--- config.mk ---
export PLATFORM = sky130hd
export DESIGN_NAME = spi_eeprom_command_status
export DESIGN_NICKNAME = d
export VERILOG_FILES = /design/src/eeprom_cmd_pkg.sv /design/src/spi_eeprom_command_status.sv
export SDC_FILE = /design/constraint.sdc
export NUM_CORES = 1
export LEC_CHECK = 0
export BUFFER_PORTS_ARGS = -buffer_cell sky130_fd_sc_hd__clkbuf_2
export CAP_MARGIN = 20
export CORE_ASPECT_RATIO = 1.4
export CORE_MARGIN = 4
export CORE_UTILIZATION = 45
export CTS_CLUSTER_SIZE = 8
export DETAILED_ROUTE_END_ITERATION = 10
export GPL_TIMING_DRIVEN = 0
export PLACE_DENSITY = 0.61
export SKIP_LAST_GASP = 1
export SLEW_MARGIN = 40
export SYNTH_ARGS = -nofsm -noshare
export SYNTH_HDL_FRONTEND = slang
export SYNTH_SLANG_ARGS = --single-unit
--- constraint.sdc ---
create_clock -name i_core_clk -period 2.15 [get_ports i_core_clk]
set_input_delay 0.1075 -clock i_core_clk [delete_from_list [all_inputs] [get_ports i_core_clk]]
set_output_delay 0.1075 -clock i_core_clk [all_outputs]
set_load 0.03 [all_outputs]
--- src/eeprom_cmd_pkg.sv ---
package eeprom_cmd_pkg;
    localparam logic [3:0] cmd_upper_zero = 4'h0;
    localparam logic [2:0] cmd_write_enable = 3'h6;
    localparam logic [2:0] cmd_write_disable = 3'h4;
    localparam logic [2:0] cmd_read_status = 3'h5;
    localparam logic [2:0] cmd_write_status = 3'h1;
    localparam logic [2:0] cmd_array_read = 3'h3;
    localparam logic [2:0] cmd_array_write = 3'h2;
    localparam int protect_enable_pos = 7;
    localparam int block_protect_hi_pos = 3;
    localparam int block_protect_lo_pos = 2;
    localparam int write_latch_pos = 1;
    localparam int busy_pos = 0;
    localparam logic [2:0] reserved_busy_value = 3'h7;
    localparam logic [2:0] reserved_idle_value = 3'h0;
    localparam logic [2:0] nv_reset_value = 3'h0;
    localparam logic [2:0] bit_count_last = 3'h7;
    localparam int write_cycle_ns = 5000000;
    localparam int clk_period_ns = 25;
    localparam int write_cycle_cycles = write_cycle_ns / clk_period_ns;
    localparam logic [17:0] write_cycle_last = 18'(write_cycle_cycles - 1);
endpackage

--- src/spi_eeprom_command_status.sv ---
`timescale 1ns/1ps
// Function
// a transaction starts at chip select falling; bytes arrive msb first, 8-bit opcode.
// write enable x110, write disable x100, read status x101; bit 3 ignored.
// write status x001, array read x011, array write x010; bit 3 ignored.
// status holds protect enable b7, block protect b3:2, write latch b1, busy b0.
// bits 6:4 read zero when idle, ones during a write cycle.
// busy reads 1 while an internal operation runs, else 0.
// block protect field readable and writable; 00 none up to 11 entire array.
// write latch is read-only, 1 when writing enabled, 0 after power-up.
// after read status opcode the status byte shifts out on serial output.
// host sets the write latch before each status or array write.
// write enable opcode then chip select high sets the write latch.
// write disable clears the write latch regardless of write protect pin.
// unknown opcode ignores input, output stays off until next chip select fall.
// status write changes only bits 7, 3, 2.
// during a write cycle only read status works; latch clears at completion.
// sample input on rising serial clock, drive output on falling edge.
module spi_eeprom_command_status #(
    parameter int write_cycle_len = eeprom_cmd_pkg::write_cycle_cycles
) (
    input wire logic i_core_clk,
    input wire logic i_rst,
    input wire logic i_cs_n,
    input wire logic i_sck,
    input wire logic i_si,
    input wire logic i_wp_n,
    output logic o_so,
    output logic o_so_oe,
    output logic [7:0] o_status,
    output logic o_array_read_start,
    output logic o_array_write_start
);
    import eeprom_cmd_pkg::*;

    typedef enum logic [2:0] {st_idle, st_opcode, st_send, st_data, st_ignore} phase_type;

    phase_type phase;
    logic cs_prev, sck_prev;
    logic [2:0] bit_cnt;
    logic [7:0] shift_in;
    logic [7:0] shift_out;
    logic [2:0] pending;
    logic [2:0] nv_bits;
    logic [2:0] nv_new;
    logic write_latch;
    logic busy;
    logic [17:0] wc_cnt;
    logic status_write_pending;

    wire cs_fall = cs_prev & ~i_cs_n;
    wire cs_rise = ~cs_prev & i_cs_n;
    wire sck_rise = ~sck_prev & i_sck & ~i_cs_n;
    wire sck_fall = sck_prev & ~i_sck & ~i_cs_n;
    wire [7:0] opcode = {shift_in[6:0], i_si};
    wire byte_done = sck_rise && bit_cnt == bit_count_last;
    wire upper_ok = opcode[7:4] == cmd_upper_zero;
    wire is_set_latch = upper_ok && opcode[2:0] == cmd_write_enable;
    wire is_clr_latch = upper_ok && opcode[2:0] == cmd_write_disable;
    wire is_rd_status = upper_ok && opcode[2:0] == cmd_read_status;
    wire is_wr_status = upper_ok && opcode[2:0] == cmd_write_status;
    wire is_read = upper_ok && opcode[2:0] == cmd_array_read;
    wire is_write = upper_ok && opcode[2:0] == cmd_array_write;
    wire hw_protect = nv_bits[2] & ~i_wp_n;
    wire [2:0] reserved_now = busy ? reserved_busy_value : reserved_idle_value;
    wire [7:0] status_now = {nv_bits[2], reserved_now, nv_bits[1:0], write_latch, busy};
    wire wc_done = busy && wc_cnt == 18'(write_cycle_len - 1);
    wire commit_status = cs_rise && status_write_pending && !hw_protect;
    wire [1:0] cmd_done_kind = pending[1:0];

    always_ff @(posedge i_core_clk) begin
        if (i_rst) begin
            cs_prev <= 1'b1;
            sck_prev <= 1'b0;
        end else begin
            cs_prev <= i_cs_n;
            sck_prev <= i_sck;
        end
    end

    // opcode shifter, msb first, sampled on rising serial clock
    always_ff @(posedge i_core_clk) begin
        if (i_rst) begin
            phase <= st_idle;
            bit_cnt <= 3'h0;
            shift_in <= 8'h00;
            pending <= 3'h0;
            status_write_pending <= 1'b0;
            nv_new <= nv_reset_value;
            o_array_read_start <= 1'b0;
            o_array_write_start <= 1'b0;
        end else begin
            o_array_read_start <= 1'b0;
            o_array_write_start <= 1'b0;
            if (i_cs_n) begin
                phase <= st_idle;
                if (cs_rise) begin
                    pending <= 3'h0;
                    status_write_pending <= 1'b0;
                end
            end else if (cs_fall) begin
                phase <= st_opcode;
                bit_cnt <= 3'h0;
                pending <= 3'h0;
                status_write_pending <= 1'b0;
            end else if (sck_rise && (phase == st_opcode || phase == st_data)) begin
                shift_in <= opcode;
                bit_cnt <= bit_cnt + 3'h1;
                if (byte_done && phase == st_opcode) begin
                    if (busy && !is_rd_status) begin
                        phase <= st_ignore;
                    end else if (is_rd_status) begin
                        phase <= st_send;
                    end else if (is_set_latch) begin
                        pending <= 3'h1;
                        phase <= st_ignore;
                    end else if (is_clr_latch) begin
                        pending <= 3'h2;
                        phase <= st_ignore;
                    end else if (is_wr_status && write_latch) begin
                        phase <= st_data;
                    end else if (is_read) begin
                        o_array_read_start <= 1'b1;
                        phase <= st_ignore;
                    end else if (is_write && write_latch) begin
                        o_array_write_start <= 1'b1;
                        phase <= st_ignore;
                    end else begin
                        phase <= st_ignore;
                    end
                end else if (byte_done && phase == st_data) begin
                    nv_new <= {opcode[protect_enable_pos], opcode[block_protect_hi_pos],
                        opcode[block_protect_lo_pos]};
                    status_write_pending <= 1'b1;
                    phase <= st_ignore;
                end
            end
        end
    end

    // status bits, write latch and the self-timed write cycle
    always_ff @(posedge i_core_clk) begin
        if (i_rst) begin
            nv_bits <= nv_reset_value;
            write_latch <= 1'b0;
            busy <= 1'b0;
            wc_cnt <= 18'h00000;
        end else begin
            if (commit_status) begin
                nv_bits <= nv_new;
                busy <= 1'b1;
                wc_cnt <= 18'h00000;
            end else if (wc_done) begin
                busy <= 1'b0;
                write_latch <= 1'b0;
            end else if (busy) begin
                wc_cnt <= wc_cnt + 18'h00001;
            end
            if (cs_rise && cmd_done_kind == 2'h1) begin
                write_latch <= 1'b1;
            end else if (cs_rise && cmd_done_kind == 2'h2) begin
                write_latch <= 1'b0;
            end
        end
    end

    // serial output, changes on falling serial clock
    always_ff @(posedge i_core_clk) begin
        if (i_rst) begin
            shift_out <= 8'h00;
            o_so <= 1'b0;
            o_so_oe <= 1'b0;
            o_status <= 8'h00;
        end else begin
            o_status <= status_now;
            if (i_cs_n || phase != st_send) begin
                o_so_oe <= 1'b0;
                shift_out <= status_now;
            end else if (sck_fall) begin
                o_so <= shift_out[7];
                o_so_oe <= 1'b1;
                shift_out <= {shift_out[6:0], shift_out[7]};
            end
        end
    end

    a_latch_set_cmd: assert property (@(posedge i_core_clk) disable iff (i_rst)
        cs_rise && pending == 3'h1 |=> write_latch)
        else $error("write latch not set after write enable");
    a_latch_clear_cmd: assert property (@(posedge i_core_clk) disable iff (i_rst)
        cs_rise && pending == 3'h2 |=> !write_latch)
        else $error("write latch not cleared after write disable");
    a_reserved_busy_bits: assert property (@(posedge i_core_clk) disable iff (i_rst)
        o_status[6:4] == {3{o_status[0]}})
        else $error("reserved bits disagree with busy");
    a_wc_end_clears: assert property (@(posedge i_core_clk) disable iff (i_rst)
        $fell(busy) |-> !write_latch)
        else $error("write latch set after write cycle");
    a_so_off_idle: assert property (@(posedge i_core_clk) disable iff (i_rst)
        i_cs_n |=> !o_so_oe)
        else $error("serial output driven while deselected");
    a_so_first_msb: assert property (@(posedge i_core_clk) disable iff (i_rst)
        phase == st_send && sck_fall && !o_so_oe |=> o_so == $past(shift_out[7]))
        else $error("status bit not shifted msb first");
    a_busy_ignores: assert property (@(posedge i_core_clk) disable iff (i_rst)
        busy && byte_done && phase == st_opcode && !is_rd_status && !i_cs_n |=> phase == st_ignore)
        else $error("command accepted while busy");
    a_nv_only_commit: assert property (@(posedge i_core_clk) disable iff (i_rst)
        !commit_status |=> $stable(nv_bits))
        else $error("protect bits changed without status write");
    a_so_off_ignore: assert property (@(posedge i_core_clk) disable iff (i_rst)
        phase == st_ignore |-> !o_so_oe)
        else $error("serial output driven after refused opcode");
    a_commit_sets_busy: assert property (@(posedge i_core_clk) disable iff (i_rst)
        commit_status |=> busy)
        else $error("busy not raised by status write");
    a_busy_count_bound: assert property (@(posedge i_core_clk) disable iff (i_rst)
        busy |-> wc_cnt <= 18'(write_cycle_len - 1))
        else $error("write cycle counter ran past its end");
    a_start_one_pulse: assert property (@(posedge i_core_clk) disable iff (i_rst)
        o_array_read_start || o_array_write_start |=> !o_array_read_start && !o_array_write_start)
        else $error("array start pulse longer than one cycle");
endmodule

==> results.py <==
metrics = {
    "status": {
        "status": "finished, final reports clean",
    },
    "timing": {
        "fin_crit_ns": 2.00,
        "setup_viol": 0,
        "worst_slew_pin_slew_ns": 0.682,
        "hold_viol": 0,
        "rsz0062_at_grt": "no",
        "max_freq_ghz": 0.500,
        "clock_skew_ns": 0.00947,
        "tns_ns": 0,
        "maxSlewViolCount": 0,
        "slew_headroom": 0.544,
        "period_share": 0.930,
    },
    "global_routing": {
        "grt_max_degree": 13,
        "grt_use_total": 0.177,
        "grt_pass1_vias": 2382,
        "grt_first_pass_wirelength_um": 11400,
        "antenna_found_initial": 0,
        "grt_overflow": 0,
    },
    "layout": {
        "fillers": 605,
        "syn_to_final_growth_pct": 13.6,
        "nets": 363,
        "drive_gt1_frac": 0.159,
        "antenna_cells": 0,
        "stdcell_count": 431,
        "fin_util": 0.532,
    },
    "yosys": {
        "synth_commonest_cells": "61 x dfxtp_1, 43 x nand2_1, 27 x nor2_1",
        "synth-main-ff-cell": "dfxtp_1",
        "synth_area_leaders": "dfxtp_1 42%, nand2_1 5.5%, mux2i_1 5.5%",
        "yosysTopAreaCellShare": 0.417,
        "async_flop_share": 0,
        "ys_types": 57,
        "yosysWarnings": 0,
        "ys_seq_area_frac": 0.417,
        "syn_avg_cell_area_um2": 8.97,
        "synthCells": 327,
        "synth_edf_count": 0,
        "syn-num-nets": 336,
        "synth_largest_area_cell": "dfxtp_1",
        "netlist_area_um2": 2930,
        "synth-seq-cells": 61,
        "synth.most_common_cell": "dfxtp_1",
    },
    "power_and_ir_drop": {
        "p_leak_nw": 1.25,
        "ir_worst_vdd_mv": 0.298,
        "power_w": 0.00237,
        "p_per_area_nw_per_um2": 711,
    },
    "clocking": {
        "post_cts_buffers": 0,
        "hold_buffers": 0,
        "tritoncts": "built",
        "clkLatencyLatePin_ns": 0.36,
        "cts.sinks": 61,
        "htreeDepth": 3,
        "clockRootBuffer": "clkbuf_8",
        "clk_pin_slew_worst_paths_ns": 0.07,
        "ctsLongestPathBuffers": 2,
        "cts_made_buffers": 9,
    },
    "worst_setup_path": {
        "worstSetupPathType": "reg -> reg",
        "cp-end-kind": "flop",
        "slowest_stage": "dfxtp_1",
        "startpoint_type": "flop",
        "worstPathRequired_ns": 2.40,
        "worst-endpoint-arrival_ns": 2.25,
        "crit_fanout": 8,
        "slowest_delay_ns": 0.34,
        "path_cells": "ha_1 -> and2_1 -> clkbuf_1 -> and3_1 -> buf_4 -> a211o_1 -> mux2_4",
    },
    "drt": {
        "vias": 2461,
        "first_pass_iters": 5,
        "drt-total-wl_um": 6750,
        "first_iter_violations": 214,
        "viasPerCell": 5.71,
        "drc": 0,
        "routedWlPerCell_um": 15.7,
        "final_antenna_net_count": 0,
    },
    "floorplanning": {
        "die-area_um2": 7890,
        "io_pins": 18,
        "dieHeight_um": 104,
        "start_util": 0.469,
        "core_um2": 6250,
        "rows": 34,
        "die_w_um": 76.2,
    },
    "worst_hold_path": {
        "holdCritPathClass": "in -> reg",
    },
    "placed_design": {
        "dp_hpwl_um": 4670,
        "io_buffers": 16,
        "dp_cells": 415,
        "gp_congestion": 0.837,
    },
    "run": {
        "drv_cap": 0,
    },
}
## placed cells by master (no fill, tap or decap), drive strengths merged, types with 4 or more instances in the layout
cell type,n
a2111o,7
nand2,43
nor4b,4
dfxtp,61
buf,12
clkbuf,39
nor2b,7
and2,5
nor2,27
and3,6
nand3,8
o21ai,9
a311oi,4
a21oi,16
a31oi,8
nand4,10
mux2i,16
nor3,4
nand2b,16
inv,5
## report_power, final
part | total (W) | internal, W | switching, W
Sequential | 0.00114 | 0.00113 | 0.00000305
Clock | 0.00116 | 0.000657 | 0.000500
Combinational | 0.0000730 | 0.0000257 | 0.0000473
## sequential cells by signal, indices dropped and copies added (netlist names), 2 cells and up
register and cells:
shift_in 7, bit_cnt 3, nv_bits 3, pending 2, nv_new 3, wc_cnt 18, shift_out 8, o_status 5
phase 3
## logic make-up after synthesis
kind of cell             count (synthesis)  synth area share
flip-flops                              61             0.417
AO/OA/AOI/OAI                           60             0.145
adder cells (fa/ha/maj)                  3            0.0128
XOR/XNOR                                 3           0.00896
buffers and inverters                   30            0.0563
AND/OR/NAND/NOR                        152             0.297
multiplexers                            18            0.0636
## worst max-delay path, delay by kind of cell (launching register included)
family	cells	cell delay, ns
AO/OA/AOI/OAI	1	0.33
adder cells (fa/ha/maj)	1	0.21
buffers and inverters	2	0.36
flip-flops	1	0.34
multiplexers	1	0.30
AND/OR/NAND/NOR	2	0.35
## final timing paths
| kind | start | end | slack (ns) | cells after the start |
|---|---|---|---|---|
| min | i_sck | sck_prev | 0.01 | 2 |
| min reg2reg | o_so | o_so | 0.46 | 2 |
| max reg2reg | wc_cnt[0] | wc_cnt[10] | 0.15 | 7 |
| max | wc_cnt[0] | wc_cnt[10] | 0.15 | 7 |
## repair_timing
action / CTS / global route
resized for setup: 0 / 1
hold endpoints to repair: 0 / 0
setup endpoints to repair: 0 / 1
## layer usage
metal | share of wire | global-route usage | wire, um | vias to the layer above
li1 | - | - | - | 1239
met1 | 0.42 | 0.202 | 2850 | 1147
met2 | 0.50 | 0.301 | 3370 | 59
met3 | 0.055 | 0.0443 | 370 | 16
met4 | 0.023 | 0.0938 | 158 | 0
met5 | 0 | 0 | 0 | -
## through the flow
step / hold slack, ns / setup slack, ns / area [um2]
finish: 0.0101 / 0.151 / 3330
global route: 0.0316 / 0.0633 / 3330
global placement: 0.370 / 0.100 / 3100
floorplan: 0.229 / 0.348 / 2930
detailed placement: 0.377 / 0.0962 / 3100
CTS: 0.00854 / 0.0976 / 3320
## final cells by class
type,count,area (um2),share of cell area
Tap cell,72,90.1,0.0271
Clock inverter,7,98.8,0.0297
Clock buffer,9,124,0.0372
Buffer,26,150,0.0451
Sequential cell,61,1220,0.367
Timing Repair Buffer,16,80.1,0.0241
Multi-Input combinational cell,236,1550,0.466
Inverter,4,15.0,0.00451
Power figures use the tool's default switching activity.
